[src/hdl/sie_pkg.sv]
// Constants, types and configuration carrier for the safety input evaluator.
package sie_pkg;

   localparam int unsigned CLK_FREQ_HZ = 32'h02FA_F080;
   localparam int unsigned MS_PER_S = 32'h0000_03E8;
   localparam int unsigned CYCLES_PER_MS = CLK_FREQ_HZ / MS_PER_S;

   localparam int unsigned NUM_CH = 4;
   localparam int unsigned NUM_FLT = 5;
   localparam int unsigned RST_CH = 4;

   localparam logic [7:0] FILTER_MIN_MS = 8'h03;
   localparam logic [7:0] FILTER_MAX_MS = 8'hFA;
   localparam logic [9:0] TH_WINDOW_MS = 10'h1F4;
   localparam logic [9:0] LB_REACT_MAX_MS = 10'h014;
   localparam logic [9:0] TP_MARGIN_MS = 10'h005;
   localparam logic [9:0] TP_LOW_MS = LB_REACT_MAX_MS + TP_MARGIN_MS;
   localparam logic [9:0] TP_RECOVER_MS = LB_REACT_MAX_MS + TP_MARGIN_MS;
   localparam logic [9:0] TP_PERIOD_MS = 10'h3E8;

   localparam logic OUT_RST = 1'b0;
   localparam logic ERR_RST = 1'b0;
   localparam logic [3:0] MODE_OUT_RST = 4'h0;
   localparam logic [3:0] TEST_IDLE = 4'hF;

   localparam logic [1:0] IT_SINGLE_NC = 2'h0;
   localparam logic [1:0] IT_SINGLE_NO = 2'h1;
   localparam logic [1:0] IT_DOUBLE_NC = 2'h2;
   localparam logic [1:0] IT_NC_NO = 2'h3;
   localparam logic [1:0] IT_TH_DOUBLE_NO = 2'h0;
   localparam logic [1:0] IT_TH_QUAD = 2'h1;
   localparam logic [1:0] IT_NET_SINGLE = 2'h0;
   localparam logic [1:0] IT_NET_DOUBLE = 2'h1;
   localparam logic [1:0] POS_TWO = 2'h0;
   localparam logic [1:0] POS_THREE = 2'h1;
   localparam logic [1:0] POS_FOUR = 2'h2;

   typedef enum logic [2:0] {
      EV_FOOTSWITCH = 3'h0,
      EV_MODE_SEL = 3'h1,
      EV_LIGHT_BARRIER = 3'h2,
      EV_TWO_HAND = 3'h3,
      EV_NETWORK = 3'h4,
      EV_SENSOR = 3'h5
   } sie_eval_t;

   typedef enum logic [1:0] {
      RM_NONE = 2'h0,
      RM_MANUAL = 2'h1,
      RM_MONITORED = 2'h2
   } sie_rst_mode_t;

   typedef enum logic [2:0] {
      ST_START = 3'b000,
      ST_START_SEEN = 3'b001,
      ST_OFF = 3'b011,
      ST_ARMED = 3'b010,
      ST_ON = 3'b110
   } sie_state_t;

   typedef enum logic [1:0] {
      TP_IDLE = 2'b00,
      TP_LOW = 2'b01,
      TP_RECOVER = 2'b11
   } sie_tp_t;

   typedef enum logic [1:0] {
      TH_IDLE = 2'b00,
      TH_FIRST = 2'b01,
      TH_ON = 2'b11,
      TH_LOCKED = 2'b10
   } sie_th_t;

   typedef struct packed {
      sie_eval_t eval_kind;
      logic [1:0] input_type;
      sie_rst_mode_t reset_mode;
      logic [7:0] filter_ms;
      logic simult_en;
      logic [9:0] simult_ms;
      logic err_out_en;
      logic startup_en;
      logic test_en;
      logic [1:0] test_sel;
      logic [1:0] positions;
   } sie_cfg_t;

endpackage : sie_pkg

[src/hdl/sie_debounce.sv]
// Debounce filter for one input line, counted in millisecond ticks.
`timescale 1ns/1ps
module sie_debounce (
   input wire logic sys_clk_in,
   input wire logic reset_n_in,
   input wire logic clk_en_in,
   input wire logic ms_tick_in,
   input wire logic hold_in,
   input wire logic [7:0] filter_ms_in,
   input wire logic raw_in,
   output logic clean_out
);

   logic [7:0] cnt_reg;
   logic clean_reg;

   // The clean level changes only after the raw level has differed for the full filter time.
   always_ff @(posedge sys_clk_in or negedge reset_n_in) begin
      if (!reset_n_in) begin
         cnt_reg <= 8'h00;
         clean_reg <= 1'b0;
      end else if (clk_en_in) begin
         if (hold_in || (raw_in == clean_reg)) begin
            cnt_reg <= 8'h00;
         end else if (ms_tick_in) begin
            if (cnt_reg + 8'h01 >= filter_ms_in) begin
               clean_reg <= raw_in;
               cnt_reg <= 8'h00;
            end else begin
               cnt_reg <= cnt_reg + 8'h01;
            end
         end
      end
   end

   assign clean_out = clean_reg;

endmodule : sie_debounce

[src/hdl/sie_eval.sv]
// Top of the safety input evaluator with reset, start-up, test pulse and error logic.
`timescale 1ns/1ps
module sie_eval #(
   parameter int unsigned CYCLES_PER_MS = sie_pkg::CYCLES_PER_MS
) (
   input wire logic sys_clk_in,
   input wire logic reset_n_in,
   input wire logic clk_en_in,
   input wire sie_pkg::sie_cfg_t cfg_in,
   input wire logic channel_a_input_in,
   input wire logic channel_b_input_in,
   input wire logic channel_c_input_in,
   input wire logic channel_d_input_in,
   input wire logic reset_request_in,
   output logic eval_output_out,
   output logic [3:0] mode_select_out,
   output logic error_out,
   output logic [3:0] test_pulse_out
);

   logic [31:0] tick_cnt_reg;
   logic ms_tick;
   logic [7:0] filt_ms;
   logic [4:0] raw;
   logic [4:0] flt;
   logic test_hold;
   logic [7:0] settle_ms_reg;
   logic settled;

   sie_pkg::sie_tp_t tp_state_reg;
   logic [9:0] tp_ms_reg;
   logic [1:0] tp_cap_reg;
   logic tp_fail_reg;
   logic tp_active;
   logic [3:0] test_pulse_reg;

   logic act_a;
   logic act_b;
   logic dual;
   logic cond_raw;
   logic disc;
   logic btn1;
   logic btn2;
   logic [3:0] pos_mask;
   logic [3:0] ms_in;
   logic onehot;
   logic idle_ok;

   logic sim_active;
   logic sim_err;
   logic [9:0] sim_ms_reg;

   sie_pkg::sie_th_t th_state_reg;
   logic [9:0] th_ms_reg;
   logic cond;

   logic err_reg;
   logic err_set;
   logic cond_ok;

   logic rst_prev_reg;
   logic rst_seen_reg;
   logic rst_rise;
   logic rst_fall;

   sie_pkg::sie_state_t state_reg;
   sie_pkg::sie_state_t state_next;

   logic eval_out_reg;
   logic [3:0] mode_out_reg;
   logic err_out_reg;

   // Millisecond time base.
   assign ms_tick = (tick_cnt_reg == CYCLES_PER_MS - 32'h0000_0001);

   always_ff @(posedge sys_clk_in or negedge reset_n_in) begin
      if (!reset_n_in) begin
         tick_cnt_reg <= 32'h0000_0000;
      end else if (clk_en_in) begin
         if (ms_tick) begin
            tick_cnt_reg <= 32'h0000_0000;
         end else begin
            tick_cnt_reg <= tick_cnt_reg + 32'h0000_0001;
         end
      end
   end

   // Filter time is clamped into its legal range.
   always_comb begin
      if (cfg_in.filter_ms < sie_pkg::FILTER_MIN_MS) begin
         filt_ms = sie_pkg::FILTER_MIN_MS;
      end else if (cfg_in.filter_ms > sie_pkg::FILTER_MAX_MS) begin
         filt_ms = sie_pkg::FILTER_MAX_MS;
      end else begin
         filt_ms = cfg_in.filter_ms;
      end
   end

   // The output state machine waits one millisecond longer than the filter time after reset, as unfiltered lines read as low.
   assign settled = (settle_ms_reg > filt_ms);

   always_ff @(posedge sys_clk_in or negedge reset_n_in) begin
      if (!reset_n_in) begin
         settle_ms_reg <= 8'h00;
      end else if (clk_en_in && ms_tick && !settled) begin
         settle_ms_reg <= settle_ms_reg + 8'h01;
      end
   end

   // The reset line is the input that follows the evaluator inputs.
   assign raw = {reset_request_in, channel_d_input_in, channel_c_input_in,
                 channel_b_input_in, channel_a_input_in};

   generate
      for (genvar i = 0; i < sie_pkg::NUM_FLT; i++) begin : g_flt
         sie_debounce u_flt (
            .sys_clk_in(sys_clk_in),
            .reset_n_in(reset_n_in),
            .clk_en_in(clk_en_in),
            .ms_tick_in(ms_tick),
            .hold_in(test_hold && (i < sie_pkg::RST_CH)),
            .filter_ms_in(filt_ms),
            .raw_in(raw[i]),
            .clean_out(flt[i])
         );
      end
   endgenerate

   // Test pulse sequencer; the light barrier always needs it.
   assign tp_active = (cfg_in.test_en || (cfg_in.eval_kind == sie_pkg::EV_LIGHT_BARRIER))
                      && (cfg_in.eval_kind != sie_pkg::EV_NETWORK);
   assign test_hold = (tp_state_reg != sie_pkg::TP_IDLE);

   always_ff @(posedge sys_clk_in or negedge reset_n_in) begin
      if (!reset_n_in) begin
         tp_state_reg <= sie_pkg::TP_IDLE;
         tp_ms_reg <= 10'h000;
         tp_cap_reg <= 2'h0;
         tp_fail_reg <= 1'b0;
      end else if (clk_en_in) begin
         tp_fail_reg <= 1'b0;
         if (!tp_active) begin
            tp_state_reg <= sie_pkg::TP_IDLE;
            tp_ms_reg <= 10'h000;
         end else if (ms_tick) begin
            case (tp_state_reg)
               sie_pkg::TP_IDLE: begin
                  if (tp_ms_reg >= sie_pkg::TP_PERIOD_MS - 10'h001) begin
                     tp_state_reg <= sie_pkg::TP_LOW;
                     tp_ms_reg <= 10'h000;
                     tp_cap_reg <= raw[1:0] & {dual, 1'b1};
                  end else begin
                     tp_ms_reg <= tp_ms_reg + 10'h001;
                  end
               end
               sie_pkg::TP_LOW: begin
                  if (tp_ms_reg >= sie_pkg::TP_LOW_MS - 10'h001) begin
                     tp_state_reg <= sie_pkg::TP_RECOVER;
                     tp_ms_reg <= 10'h000;
                     tp_fail_reg <= |(tp_cap_reg & raw[1:0]);
                  end else begin
                     tp_ms_reg <= tp_ms_reg + 10'h001;
                  end
               end
               sie_pkg::TP_RECOVER: begin
                  if (tp_ms_reg >= sie_pkg::TP_RECOVER_MS - 10'h001) begin
                     tp_state_reg <= sie_pkg::TP_IDLE;
                     tp_ms_reg <= 10'h000;
                  end else begin
                     tp_ms_reg <= tp_ms_reg + 10'h001;
                  end
               end
               default: begin
                  tp_state_reg <= sie_pkg::TP_IDLE;
                  tp_ms_reg <= 10'h000;
               end
            endcase
         end
      end
   end

   // Only the selected test output is pulled low during a pulse.
   always_ff @(posedge sys_clk_in or negedge reset_n_in) begin
      if (!reset_n_in) begin
         test_pulse_reg <= sie_pkg::TEST_IDLE;
      end else if (clk_en_in) begin
         if (tp_state_reg == sie_pkg::TP_LOW) begin
            test_pulse_reg <= ~(4'h1 << cfg_in.test_sel);
         end else begin
            test_pulse_reg <= sie_pkg::TEST_IDLE;
         end
      end
   end

   // Input decoding per evaluator kind.
   always_comb begin
      act_a = 1'b0;
      act_b = 1'b0;
      dual = 1'b0;
      btn1 = 1'b0;
      btn2 = 1'b0;
      disc = 1'b0;
      case (cfg_in.eval_kind)
         sie_pkg::EV_FOOTSWITCH: begin
            if (cfg_in.input_type == sie_pkg::IT_SINGLE_NC) begin
               act_a = ~flt[0];
            end else if (cfg_in.input_type == sie_pkg::IT_SINGLE_NO) begin
               act_a = flt[0];
            end else if (cfg_in.input_type == sie_pkg::IT_DOUBLE_NC) begin
               act_a = ~flt[0];
               act_b = ~flt[1];
               dual = 1'b1;
            end else begin
               act_a = flt[0];
               act_b = ~flt[1];
               dual = 1'b1;
            end
         end
         sie_pkg::EV_LIGHT_BARRIER: begin
            act_a = flt[0];
         end
         sie_pkg::EV_SENSOR: begin
            act_a = flt[0];
         end
         sie_pkg::EV_NETWORK: begin
            act_a = flt[0];
            if (cfg_in.input_type == sie_pkg::IT_NET_DOUBLE) begin
               act_b = flt[1];
               dual = 1'b1;
            end
         end
         sie_pkg::EV_TWO_HAND: begin
            if (cfg_in.input_type == sie_pkg::IT_TH_QUAD) begin
               btn1 = flt[0] & ~flt[1];
               btn2 = flt[2] & ~flt[3];
               disc = (flt[0] == flt[1]) || (flt[2] == flt[3]);
            end else begin
               btn1 = flt[0];
               btn2 = flt[1];
            end
         end
         default: begin
            act_a = 1'b0;
         end
      endcase
      if (cfg_in.eval_kind != sie_pkg::EV_TWO_HAND) begin
         disc = dual & (act_a ^ act_b);
      end
   end

   assign cond_raw = act_a & (~dual | act_b);

   // Mode selector one-hot decode over the configured positions.
   always_comb begin
      if (cfg_in.positions == sie_pkg::POS_TWO) begin
         pos_mask = 4'h3;
      end else if (cfg_in.positions == sie_pkg::POS_THREE) begin
         pos_mask = 4'h7;
      end else begin
         pos_mask = 4'hF;
      end
   end

   assign ms_in = flt[3:0] & pos_mask;
   assign onehot = (ms_in != 4'h0) && ((ms_in & (ms_in - 4'h1)) == 4'h0);

   // Skew timer between channels.
   assign sim_active = (cfg_in.eval_kind == sie_pkg::EV_MODE_SEL) ? !onehot
                       : (cfg_in.simult_en & disc);
   assign sim_err = sim_active && (sim_ms_reg > cfg_in.simult_ms);

   always_ff @(posedge sys_clk_in or negedge reset_n_in) begin
      if (!reset_n_in) begin
         sim_ms_reg <= 10'h000;
      end else if (clk_en_in) begin
         if (!sim_active) begin
            sim_ms_reg <= 10'h000;
         end else if (ms_tick && !sim_err) begin
            sim_ms_reg <= sim_ms_reg + 10'h001;
         end
      end
   end

   // Two-hand window; starts locked so both buttons must be released first.
   always_ff @(posedge sys_clk_in or negedge reset_n_in) begin
      if (!reset_n_in) begin
         th_state_reg <= sie_pkg::TH_LOCKED;
         th_ms_reg <= 10'h000;
      end else if (clk_en_in) begin
         case (th_state_reg)
            sie_pkg::TH_IDLE: begin
               th_ms_reg <= 10'h000;
               if (btn1 && btn2) begin
                  th_state_reg <= sie_pkg::TH_ON;
               end else if (btn1 || btn2) begin
                  th_state_reg <= sie_pkg::TH_FIRST;
               end
            end
            sie_pkg::TH_FIRST: begin
               if (btn1 && btn2) begin
                  th_state_reg <= sie_pkg::TH_ON;
               end else if (!btn1 && !btn2) begin
                  th_state_reg <= sie_pkg::TH_IDLE;
               end else if (ms_tick) begin
                  if (th_ms_reg >= sie_pkg::TH_WINDOW_MS - 10'h001) begin
                     th_state_reg <= sie_pkg::TH_LOCKED;
                  end else begin
                     th_ms_reg <= th_ms_reg + 10'h001;
                  end
               end
            end
            sie_pkg::TH_ON: begin
               if (!btn1 || !btn2) begin
                  th_state_reg <= sie_pkg::TH_LOCKED;
               end
            end
            default: begin
               if (!btn1 && !btn2) begin
                  th_state_reg <= sie_pkg::TH_IDLE;
               end
            end
         endcase
      end
   end

   assign cond = (cfg_in.eval_kind == sie_pkg::EV_TWO_HAND) ? (th_state_reg == sie_pkg::TH_ON)
                 : cond_raw;

   // Error latch; a new error wins over the clear.
   assign err_set = sim_err | tp_fail_reg;

   always_comb begin
      if (cfg_in.eval_kind == sie_pkg::EV_MODE_SEL) begin
         idle_ok = onehot;
      end else if (cfg_in.eval_kind == sie_pkg::EV_TWO_HAND) begin
         idle_ok = !btn1 && !btn2 && !disc;
      end else begin
         idle_ok = !cond_raw && !disc;
      end
   end

   always_ff @(posedge sys_clk_in or negedge reset_n_in) begin
      if (!reset_n_in) begin
         err_reg <= sie_pkg::ERR_RST;
      end else if (clk_en_in) begin
         if (err_set) begin
            err_reg <= 1'b1;
         end else if (idle_ok) begin
            err_reg <= 1'b0;
         end
      end
   end

   assign cond_ok = cond && !err_reg && !err_set;

   // Reset request edge tracking.
   assign rst_rise = flt[sie_pkg::RST_CH] && !rst_prev_reg;
   assign rst_fall = !flt[sie_pkg::RST_CH] && rst_prev_reg;

   always_ff @(posedge sys_clk_in or negedge reset_n_in) begin
      if (!reset_n_in) begin
         rst_prev_reg <= 1'b0;
         rst_seen_reg <= 1'b0;
      end else if (clk_en_in) begin
         rst_prev_reg <= flt[sie_pkg::RST_CH];
         if (state_reg != sie_pkg::ST_ARMED) begin
            rst_seen_reg <= 1'b0;
         end else if (rst_rise) begin
            rst_seen_reg <= 1'b1;
         end
      end
   end

   // Output state machine.
   always_comb begin
      state_next = state_reg;
      case (state_reg)
         sie_pkg::ST_START: begin
            if (!settled) begin
               state_next = sie_pkg::ST_START;
            end else if (!cfg_in.startup_en) begin
               state_next = sie_pkg::ST_OFF;
            end else if (cond) begin
               state_next = sie_pkg::ST_START_SEEN;
            end
         end
         sie_pkg::ST_START_SEEN: begin
            if (!cond) begin
               state_next = sie_pkg::ST_OFF;
            end
         end
         sie_pkg::ST_OFF: begin
            if (cond_ok) begin
               if (cfg_in.reset_mode == sie_pkg::RM_NONE) begin
                  state_next = sie_pkg::ST_ON;
               end else begin
                  state_next = sie_pkg::ST_ARMED;
               end
            end
         end
         sie_pkg::ST_ARMED: begin
            if (!cond_ok) begin
               state_next = sie_pkg::ST_OFF;
            end else if ((cfg_in.reset_mode == sie_pkg::RM_MANUAL) && rst_rise) begin
               state_next = sie_pkg::ST_ON;
            end else if ((cfg_in.reset_mode == sie_pkg::RM_MONITORED) && rst_seen_reg
                         && rst_fall) begin
               state_next = sie_pkg::ST_ON;
            end else if (cfg_in.reset_mode == sie_pkg::RM_NONE) begin
               state_next = sie_pkg::ST_ON;
            end
         end
         sie_pkg::ST_ON: begin
            if (!cond_ok) begin
               state_next = sie_pkg::ST_OFF;
            end
         end
         default: begin
            state_next = sie_pkg::ST_START;
         end
      endcase
   end

   always_ff @(posedge sys_clk_in or negedge reset_n_in) begin
      if (!reset_n_in) begin
         state_reg <= sie_pkg::ST_START;
      end else if (clk_en_in) begin
         state_reg <= state_next;
      end
   end

   // Registered outputs.
   always_ff @(posedge sys_clk_in or negedge reset_n_in) begin
      if (!reset_n_in) begin
         eval_out_reg <= sie_pkg::OUT_RST;
         mode_out_reg <= sie_pkg::MODE_OUT_RST;
         err_out_reg <= sie_pkg::ERR_RST;
      end else if (clk_en_in) begin
         eval_out_reg <= (state_next == sie_pkg::ST_ON)
                         && (cfg_in.eval_kind != sie_pkg::EV_MODE_SEL);
         if ((cfg_in.eval_kind == sie_pkg::EV_MODE_SEL) && onehot && !err_reg && !err_set) begin
            mode_out_reg <= ms_in;
         end else begin
            mode_out_reg <= sie_pkg::MODE_OUT_RST;
         end
         err_out_reg <= cfg_in.err_out_en && (err_reg || err_set);
      end
   end

   assign eval_output_out = eval_out_reg;
   assign mode_select_out = mode_out_reg;
   assign error_out = err_out_reg;
   assign test_pulse_out = test_pulse_reg;

endmodule : sie_eval

[config.mk]
export PLATFORM = sky130hd
export DESIGN_NAME = sie_eval
export DESIGN_NICKNAME = d
export VERILOG_FILES = /design/src/hdl/sie_pkg.sv /design/src/hdl/sie_debounce.sv /design/src/hdl/sie_eval.sv
export SDC_FILE = /design/constraint.sdc
export NUM_CORES = 1
export LEC_CHECK = 0
export BUFFER_PORTS_ARGS = -buffer_cell sky130_fd_sc_hd__buf_2
export CAP_MARGIN = 40
export CELL_PAD_IN_SITES_DETAIL_PLACEMENT = 0
export CELL_PAD_IN_SITES_GLOBAL_PLACEMENT = 2
export CORE_MARGIN = 2
export CORE_UTILIZATION = 30
export CTS_BUF_LIST = sky130_fd_sc_hd__clkbuf_16
export DETAILED_ROUTE_END_ITERATION = 6
export HOLD_SLACK_MARGIN = 0.03
export PLACE_DENSITY = 0.71
export SLEW_MARGIN = 40
export SYNTH_ARGS = -nofsm -noshare
export SYNTH_HDL_FRONTEND = slang
export SYNTH_HIERARCHICAL = 1
export SYNTH_SLANG_ARGS = --single-unit
[constraint.sdc]
create_clock -name sys_clk_in -period 3.15 [get_ports sys_clk_in]
set_input_delay 0.315 -clock sys_clk_in [delete_from_list [all_inputs] [get_ports sys_clk_in]]
set_output_delay 0.315 -clock sys_clk_in [all_outputs]
set_load 0.02 [all_outputs]
==> impl_metrics.py, run 1 <==
metrics = {
    "run_status": {
        "run_status": "completed",
    },
    "layout": {
        "final_layout_size_suffix_gt1_share_pct": 13.4,
        "number_of_filler_cells_placed_in_the_layout": 3092,
        "number_of_nets_in_the_layout": 1160,
        "flow.area_growth_from_synthesis_pct": 15.9,
        "largest_register_ff_count": 40,
    },
    "global_routing": {
        "grt_start_max_net_pins": 69,
        "antenna_found_initial": 2,
        "grt_first_pass_wirelength_mm": 39.0,
        "grt.overflow.total": 0,
        "global_route.usage.total_pct": 15.8,
        "vias_in_the_first_global_route": 7300,
    },
    "critical_path": {
        "worst_ep_required_time_ns": 3.44,
        "worstRegToRegCells": 8,
        "reg2reg_from": "g_flt[0].u_flt/clean_out$_DFFE_PN0P_",
        "worst-setup-path-type": "reg2reg",
        "timing.critical_path.from_type": "flip-flop",
        "critPathCaptureType": "flip-flop",
        "timing.reg2reg.setup_slack_ns": 0.52,
        "cp.arrival_ns": 2.92,
        "cp_max_fo": 10,
        "worstReg2RegEnd": "sim_ms_reg[1]$_DFFE_PN0P_",
    },
    "timing": {
        "hold_viol_final": 0,
        "slew_headroom_pct": 54.4,
        "setup_viol": 0,
        "post-route-min-period_ns": 2.63,
        "max_clock_freq_mhz": 380,
        "worst_slew_pin_slew_ns": 0.679,
        "rsz_0062_raised_after_global_routing": "false",
        "slew_violations": 0,
        "post-route-worst-setup-slack_ns": 0.521,
        "min_period_over_period_pct": 83.5,
        "worst_hold_slack_ns": 0.111,
        "final.setup_skew_ns": 0.0130,
        "final_total_negative_setup_slack_ns": 0,
    },
    "pwr": {
        "power.leakage_nw": 4.91,
        "irDropWorstVdd_v": 0.000380,
        "power.density_cell_area_nw_per_um2": 415,
        "p_total_mw": 4.34,
    },
    "clock_network": {
        "cts.htree.levels": 4,
        "number_of_sinks_driven_by_the_clock_tree": 138,
        "worst_skew_pair.late_latency_ns": 0.43,
        "post_cts_setup_repair_buffer_count": 0,
        "numCtsBuffers": 17,
        "cts-root-buf": "sky130_fd_sc_hd__clkbuf_16",
        "clock_tree_from_tritoncts": "built",
        "cts_max_path_buffers": 2,
        "cts.clk_slew.worst_paths_ns": 0.06,
    },
    "drt": {
        "drt_pass1_iterations": 4,
        "initialDrtViolationCount": 357,
        "vias": 7301,
        "drt-vias-per-instance": 5.04,
        "ant_nets": 0,
        "detail_route.wirelength_mm": 23.5,
        "routed_wire_length_per_instance_microns": 16.3,
        "drc": 0,
    },
    "placement": {
        "port-buffer-count": 50,
        "detailed_place_hpwl_mm": 17.4,
        "dp_worst_setup_slack_ns": 0.120,
        "finalWeightedCongestion": 0.771,
    },
    "synth": {
        "synth-seq-area-share_pct": 38.3,
        "postSynthCellCount": 972,
        "netlist_top_cells_count": "133 x sky130_fd_sc_hd__dfrtp_1, 92 x sky130_fd_sc_hd__inv_1, 76 x sky130_fd_sc_hd__ha_1, 76 x sky130_fd_sc_hd__nand2_1, 65 x sky130_fd_sc_hd__nor2_1",
        "yosysTopAreaCellShare_pct": 36.8,
        "synth_async_sr_flop_share_pct": 100,
        "post_synth.cell_area_avg_sq_um": 9.29,
        "netlist_top_cells_area": "sky130_fd_sc_hd__dfrtp_1 37%, sky130_fd_sc_hd__ha_1 11%, sky130_fd_sc_hd__xnor2_1 4.8%",
        "synth_top_cell_by_area": "sky130_fd_sc_hd__dfrtp_1",
        "synth_cell_types": 78,
        "synth-seq-cells": 138,
        "synth_enable_flop_cells": 0,
        "yosys.cell_count.top_type": "sky130_fd_sc_hd__dfrtp_1",
        "yosysWarnings": 6,
        "synth_flop_cell": "sky130_fd_sc_hd__dfrtp_1",
        "syn_area_sq_um": 9030,
    },
    "hold_path": {
        "timing.hold.worst.start": "cfg_in[3]",
        "worst_hold_path.endpoint": "test_pulse_out[2]$_DFFE_PN1P_",
        "hold_depth": 2,
        "worst_hold_class": "in2reg",
    },
    "floorplanning": {
        "initial_core_util_pct": 30.5,
        "chipWidth_microns": 178,
        "die_area_sq_um": 31500,
        "fp.dieH_microns": 178,
        "top_level_ports": 51,
        "floorplan.rows": 63,
        "core_sq_um": 29600,
    },
    "run": {
        "timing.max_cap.violations": 0,
    },
}
[critical path: stages (launching register included)]
cell and delay, ns:
sky130_fd_sc_hd__dfrtp_1 0.57, sky130_fd_sc_hd__inv_1 0.12, sky130_fd_sc_hd__ha_1 0.26, sky130_fd_sc_hd__or3_1 0.31, sky130_fd_sc_hd__o211ai_1 0.10, sky130_fd_sc_hd__o221ai_1 0.21, sky130_fd_sc_hd__a21oi_1 0.30, sky130_fd_sc_hd__and3_1 0.48
sky130_fd_sc_hd__o32ai_1 0.14
[metrics by stage]
| step | cells | cell area, sq um | util, % |
|---|---|---|---|
| floorplan | 973 | 9040 | - |
| detailed placement | 1413 | 9870 | 33.3 |
| finish | 1448 | 10500 | 35.3 |
| global route | 1446 | 10500 | 35.3 |
| global placement | 1413 | 9870 | 33.3 |
| CTS | 1446 | 10500 | 35.3 |
[final cells by class]
type                            count  area [sq um]  area share (%)
Multi-Input combinational cell    721          5140            49.1
Sequential cell                   138          3460            33.1
Tap cell                          390           488            4.66
Timing Repair Buffer               73           444            4.24
Clock buffer                       17           425            4.07
Inverter                           92           345            3.30
Clock inverter                     15           155            1.48
Antenna cell                        2          5.00          0.0478
[per-layer routing]
layer  global-route usage (%)  up-vias  wire (microns)
li1                         -     3674               -
met1                     21.4     3509           11700
met2                     25.4      100           10800
met5                        0        -               0
met3                     3.11       18             732
met4                     4.54        0             343
[how the worst max path moves through the flow]
stage	from	to	slack, ns	depth (start not counted)
after floorplan	cfg_in[25]	settle_ms_reg[1]$_DFFE_PN0P_	0.05	10
after CTS	tick_cnt_reg[0]$_DFFE_PN0P_	sim_ms_reg[8]$_DFFE_PN0P_	0.47	7
final	g_flt[0].u_flt/clean_out$_DFFE_PN0P_	sim_ms_reg[1]$_DFFE_PN0P_	0.52	8
after detailed placement	cfg_in[25]	settle_ms_reg[1]$_DFFE_PN0P_	0.12	12
after global placement	cfg_in[25]	settle_ms_reg[1]$_DFFE_PN0P_	0.14	12
after global routing	tick_cnt_reg[0]$_DFFE_PN0P_	sim_ms_reg[7]$_DFFE_PN0P_	0.26	7
[cells in the final DEF (no fill, tap or decap), types with 17 or more instances in the layout]
cell type / synthesis / layout
sky130_fd_sc_hd__dfrtp_1: 133 / 133
sky130_fd_sc_hd__xor2_1: 24 / 24
sky130_fd_sc_hd__inv_1: 92 / 92
sky130_fd_sc_hd__clkbuf_16: 0 / 17
sky130_fd_sc_hd__nand4_1: 26 / 26
sky130_fd_sc_hd__a22o_1: 32 / 32
sky130_fd_sc_hd__o21ai_0: 35 / 35
sky130_fd_sc_hd__nor2_1: 65 / 65
sky130_fd_sc_hd__nand2b_1: 19 / 19
sky130_fd_sc_hd__xnor2_1: 49 / 49
sky130_fd_sc_hd__nand2_1: 76 / 76
sky130_fd_sc_hd__ha_1: 76 / 76
sky130_fd_sc_hd__nand3_1: 49 / 49
sky130_fd_sc_hd__buf_4: 0 / 21
sky130_fd_sc_hd__a21oi_1: 36 / 36
sky130_fd_sc_hd__buf_2: 1 / 49
sky130_fd_sc_hd__and3_1: 24 / 24
[cells by family after synthesis]
kind of cell	synth area share, %
XOR/XNOR	7.08
other	0.0415
buffers and inverters	4.92
AND/OR/NAND/NOR	20.3
multiplexers	1.59
AO/OA/AOI/OAI	17.2
adder cells (fa/ha/maj)	10.5
flip-flops	38.3
[repair_timing]
item	4_1_cts	5_1_grt
resized for setup	0	0
endpoints found under the hold margin	40	0
endpoints found under the setup margin	0	0
hold buffers	1	0
[where the power goes]
part | internal (mW) | total, mW | switching (mW) | leakage, nW
clock network | 1.12 | 2.02 | 0.902 | 0.279
logic | 0.160 | 0.421 | 0.261 | 2.75
registers | 1.82 | 1.90 | 0.0839 | 1.88
total | 3.10 | 4.34 | 1.25 | 4.91
(Power assumes the default switching activity.)
==> run 2, diff against run 1 <==
ABC_AREA = 1   (was not set)
PLACE_DENSITY = 0.75   (was 0.71)
clock period = 2.6 ns   (was 3.15 ns; I/O delays follow)
==> run 2 against run 1 <==
  * Total power grew 38%
  * Via count grew 16%
  * Combinational power grew to 2.5 times the previous value
  * Sequential power rose by 29%
  * Flip-flop and latch count unchanged
  * Clock-buffer cell count unchanged
  * Clock power increased by 23%
  * Fmax rose by 14%
  * Final area rose by 9.9%
  * Largest cell class unchanged
==> impl_metrics.py, run 2 <==
metrics = {
    "critical_path": {
        "crit_path_start": "g_flt[1].u_flt/clean_out$_DFFE_PN0P_",
        "cp.arrival_ns": 2.64,
        "timing.critical_path.from_type": "flip-flop",
        "cp_max_fo": 6,
        "critPathCaptureType": "flip-flop",
        "worst_ep_required_time_ns": 2.92,
        "worst_setup_path_endpoint": "th_ms_reg[3]$_DFFE_PN0P_",
        "worstRegToRegCells": 14,
        "worst-setup-path-type": "reg2reg",
        "worstReg2RegEnd": "th_ms_reg[3]$_DFFE_PN0P_",
        "timing.reg2reg.setup_slack_ns": 0.28,
        "reg2reg_from": "g_flt[1].u_flt/clean_out$_DFFE_PN0P_",
    },
    "hold_path": {
        "worst_hold_class": "in2reg",
        "timing.hold.worst.start": "cfg_in[6]",
    },
    "synth": {
        "yosysTopAreaCellShare_pct": 33.3,
        "netlist_top_cells_count": "354 x sky130_fd_sc_hd__nand2_1, 206 x sky130_fd_sc_hd__inv_1, 133 x sky130_fd_sc_hd__dfrtp_1",
        "synth_fa_ha_area_share_pct": 9.51,
        "synth_enable_flop_cells": 0,
        "synth_simple_gate_area_share_pct": 33.4,
        "netlist_top_cells_area": "sky130_fd_sc_hd__dfrtp_1 33%, sky130_fd_sc_hd__nand2_1 13%, sky130_fd_sc_hd__ha_1 9.5%",
        "synth-seq-cells": 138,
        "postSynthCellCount": 1334,
        "synth_top_family_by_area": "simple AND/OR/NAND/NOR gates",
        "yosys.cell_count.top_type": "sky130_fd_sc_hd__nand2_1",
        "post_synth.cell_area_avg_sq_um": 7.50,
        "synth_async_sr_flop_share_pct": 100,
        "share_of_the_synthesized_area_in_compound_gates_ao_oa_aoi_oai_pct": 7.22,
        "synth-seq-area-share_pct": 34.6,
        "synth_flop_cell": "sky130_fd_sc_hd__dfrtp_1",
        "yosysWarnings": 6,
        "syn_area_sq_um": 10000,
        "post_synth_mux_area_share_pct": 0.300,
        "synth_cell_types": 54,
        "synth_top_cell_by_area": "sky130_fd_sc_hd__dfrtp_1",
        "synth.net_count": 1451,
        "yosys.area_share.xor_xnor_pct": 5.54,
    },
    "run": {
        "timing.max_cap.violations": 0,
    },
    "global_routing": {
        "grt.overflow.total": 0,
        "global_route.usage.total_pct": 15.7,
        "grt_first_pass_wirelength_mm": 43.9,
        "vias_in_the_first_global_route": 8639,
        "grt_start_max_net_pins": 61,
        "antenna_found_initial": 1,
    },
    "placement": {
        "dp_worst_setup_slack_ns": -0.115,
        "port-buffer-count": 50,
        "detailed_place_hpwl_mm": 20.1,
        "dpl.cell_count": 1830,
        "finalWeightedCongestion": 0.756,
        "placed_cell_area_sq_um": 10900,
    },
    "timing": {
        "min_period_over_period_pct": 89.1,
        "worst_hold_slack_ns": 0.0666,
        "rsz_0062_raised_after_global_routing": "false",
        "worst_slew_pin_slew_ns": 0.669,
        "final.setup_skew_ns": 0.0172,
        "max_clock_freq_mhz": 432,
        "hold_viol_final": 0,
        "post-route-worst-setup-slack_ns": 0.284,
        "setup_viol": 0,
        "slew_violations": 0,
        "post-route-min-period_ns": 2.32,
        "slew_headroom_pct": 54.9,
        "final_total_negative_setup_slack_ns": 0,
    },
    "layout": {
        "final_common_cell": "sky130_fd_sc_hd__nand2_1",
        "fin_util_pct": 35.2,
        "number_of_nets_in_the_layout": 1526,
        "number_of_filler_cells_placed_in_the_layout": 3499,
        "layout_common_cells": "354 x sky130_fd_sc_hd__nand2_1, 206 x sky130_fd_sc_hd__inv_1, 133 x sky130_fd_sc_hd__dfrtp_1",
        "largest_register_ff_count": 40,
        "flow.area_growth_from_synthesis_pct": 15.0,
        "final_layout_size_suffix_gt1_share_pct": 13.8,
        "design_area_sq_um": 11500,
        "stdcell_count": 1865,
    },
    "clock_network": {
        "clock_tree_from_tritoncts": "built",
        "worst_skew_pair.late_latency_ns": 0.44,
        "cts_max_path_buffers": 2,
        "cts.clk_slew.worst_paths_ns": 0.07,
        "numCtsBuffers": 17,
        "cts-root-buf": "sky130_fd_sc_hd__clkbuf_16",
        "cts.htree.levels": 4,
        "number_of_sinks_driven_by_the_clock_tree": 138,
    },
    "floorplanning": {
        "chipWidth_microns": 187,
        "die_area_sq_um": 34800,
        "fp.dieH_microns": 187,
        "top_level_ports": 51,
        "floorplan.rows": 66,
        "core_sq_um": 32700,
        "initial_core_util_pct": 30.6,
    },
    "run_status": {
        "run_status": "completed",
    },
    "drt": {
        "ant_nets": 0,
        "detail_route.wirelength_mm": 26.2,
        "routed_wire_length_per_instance_microns": 14.0,
        "drt-vias-per-instance": 4.55,
        "initialDrtViolationCount": 416,
        "vias": 8478,
        "drc": 0,
        "drt_pass1_iterations": 5,
    },
    "pwr": {
        "p_total_mw": 6.00,
        "power.leakage_nw": 5.97,
        "irDropWorstVdd_v": 0.000464,
        "power.density_cell_area_nw_per_um2": 522,
    },
}
[run 2: how the worst min path moves through the flow]
| stage | endpoint | slack [ns] | depth (start not counted) |
|---|---|---|---|
| after CTS | error_out$_DFFE_PN0P_ | 0.04 | 3 |
| final | error_out$_DFFE_PN0P_ | 0.07 | 3 |
| after global routing | error_out$_DFFE_PN0P_ | 0.07 | 3 |
| after detailed placement | tick_cnt_reg[20]$_DFFE_PN0P_ | 0.32 | 1 |
| after floorplan | err_reg$_DFFE_PN0P_ | -0.04 | 0 |
| after global placement | tick_cnt_reg[19]$_DFFE_PN0P_ | 0.31 | 1 |
[run 2: kinds of logic (layout without fill, tap and decap cells)]
logic type / after synthesis / count (layout)
AND/OR/NAND/NOR: 696 / 696
buffers and inverters: 240 / 328
flip-flops: 138 / 138
AO/OA/AOI/OAI: 122 / 122
adder cells (fa/ha/maj): 76 / 76
XOR/XNOR: 59 / 59
multiplexers: 2 / 2
other: 1 / 2
[run 2: critical path, cell delays in order, from the launching register on]
cell	delay [ns]
sky130_fd_sc_hd__dfrtp_1	0.38
sky130_fd_sc_hd__inv_1	0.16
sky130_fd_sc_hd__ha_1	0.17
sky130_fd_sc_hd__nor2_1	0.05
sky130_fd_sc_hd__nor3_2	0.22
sky130_fd_sc_hd__inv_1	0.09
sky130_fd_sc_hd__ha_1	0.22
sky130_fd_sc_hd__inv_1	0.08
sky130_fd_sc_hd__a21oi_1	0.07
sky130_fd_sc_hd__nor3_1	0.17
sky130_fd_sc_hd__nand2_1	0.17
sky130_fd_sc_hd__inv_1	0.16
sky130_fd_sc_hd__nand2_1	0.08
sky130_fd_sc_hd__o21bai_1	0.13
sky130_fd_sc_hd__a21oi_1	0.05
[run 2: final cells by class]
class / instances / area (sq um) / area share, %
tap: 442 / 553 / 4.81
clock buffer: 17 / 425 / 3.70
antenna: 1 / 2.50 / 0.0218
inverter: 222 / 835 / 7.26
clock inverter: 15 / 155 / 1.35
timing repair buffer: 74 / 467 / 4.06
multi-input combinational: 956 / 5600 / 48.7
sequential: 138 / 3460 / 30.1
[run 2: power breakdown]
group | total (mW) | switching [mW] | internal [mW]
clock network | 2.49 | 1.13 | 1.36
logic | 1.07 | 0.729 | 0.340
registers | 2.45 | 0.153 | 2.30
total | 6.00 | 2.01 | 3.99
[run 2: timing repair]
item                                    CTS  global route
hold buffers                              2             0
gates resized for setup                   0             1
endpoints found under the setup margin    0             3
hold endpoints to repair                 57             0
setup buffers                             0             0
[run 2: per-layer routing]
metal  track usage (%)  part of all wire, %  wire (microns)  vias to the layer above
li1                  -                    -               -                     4472
met1              20.4                   48           12600                     3894
met2              27.0                   48           12700                       90
met3              2.60                  2.5             642                       20
met4              3.57                 0.99             259                        2
met5                 0                0.050              13                        -
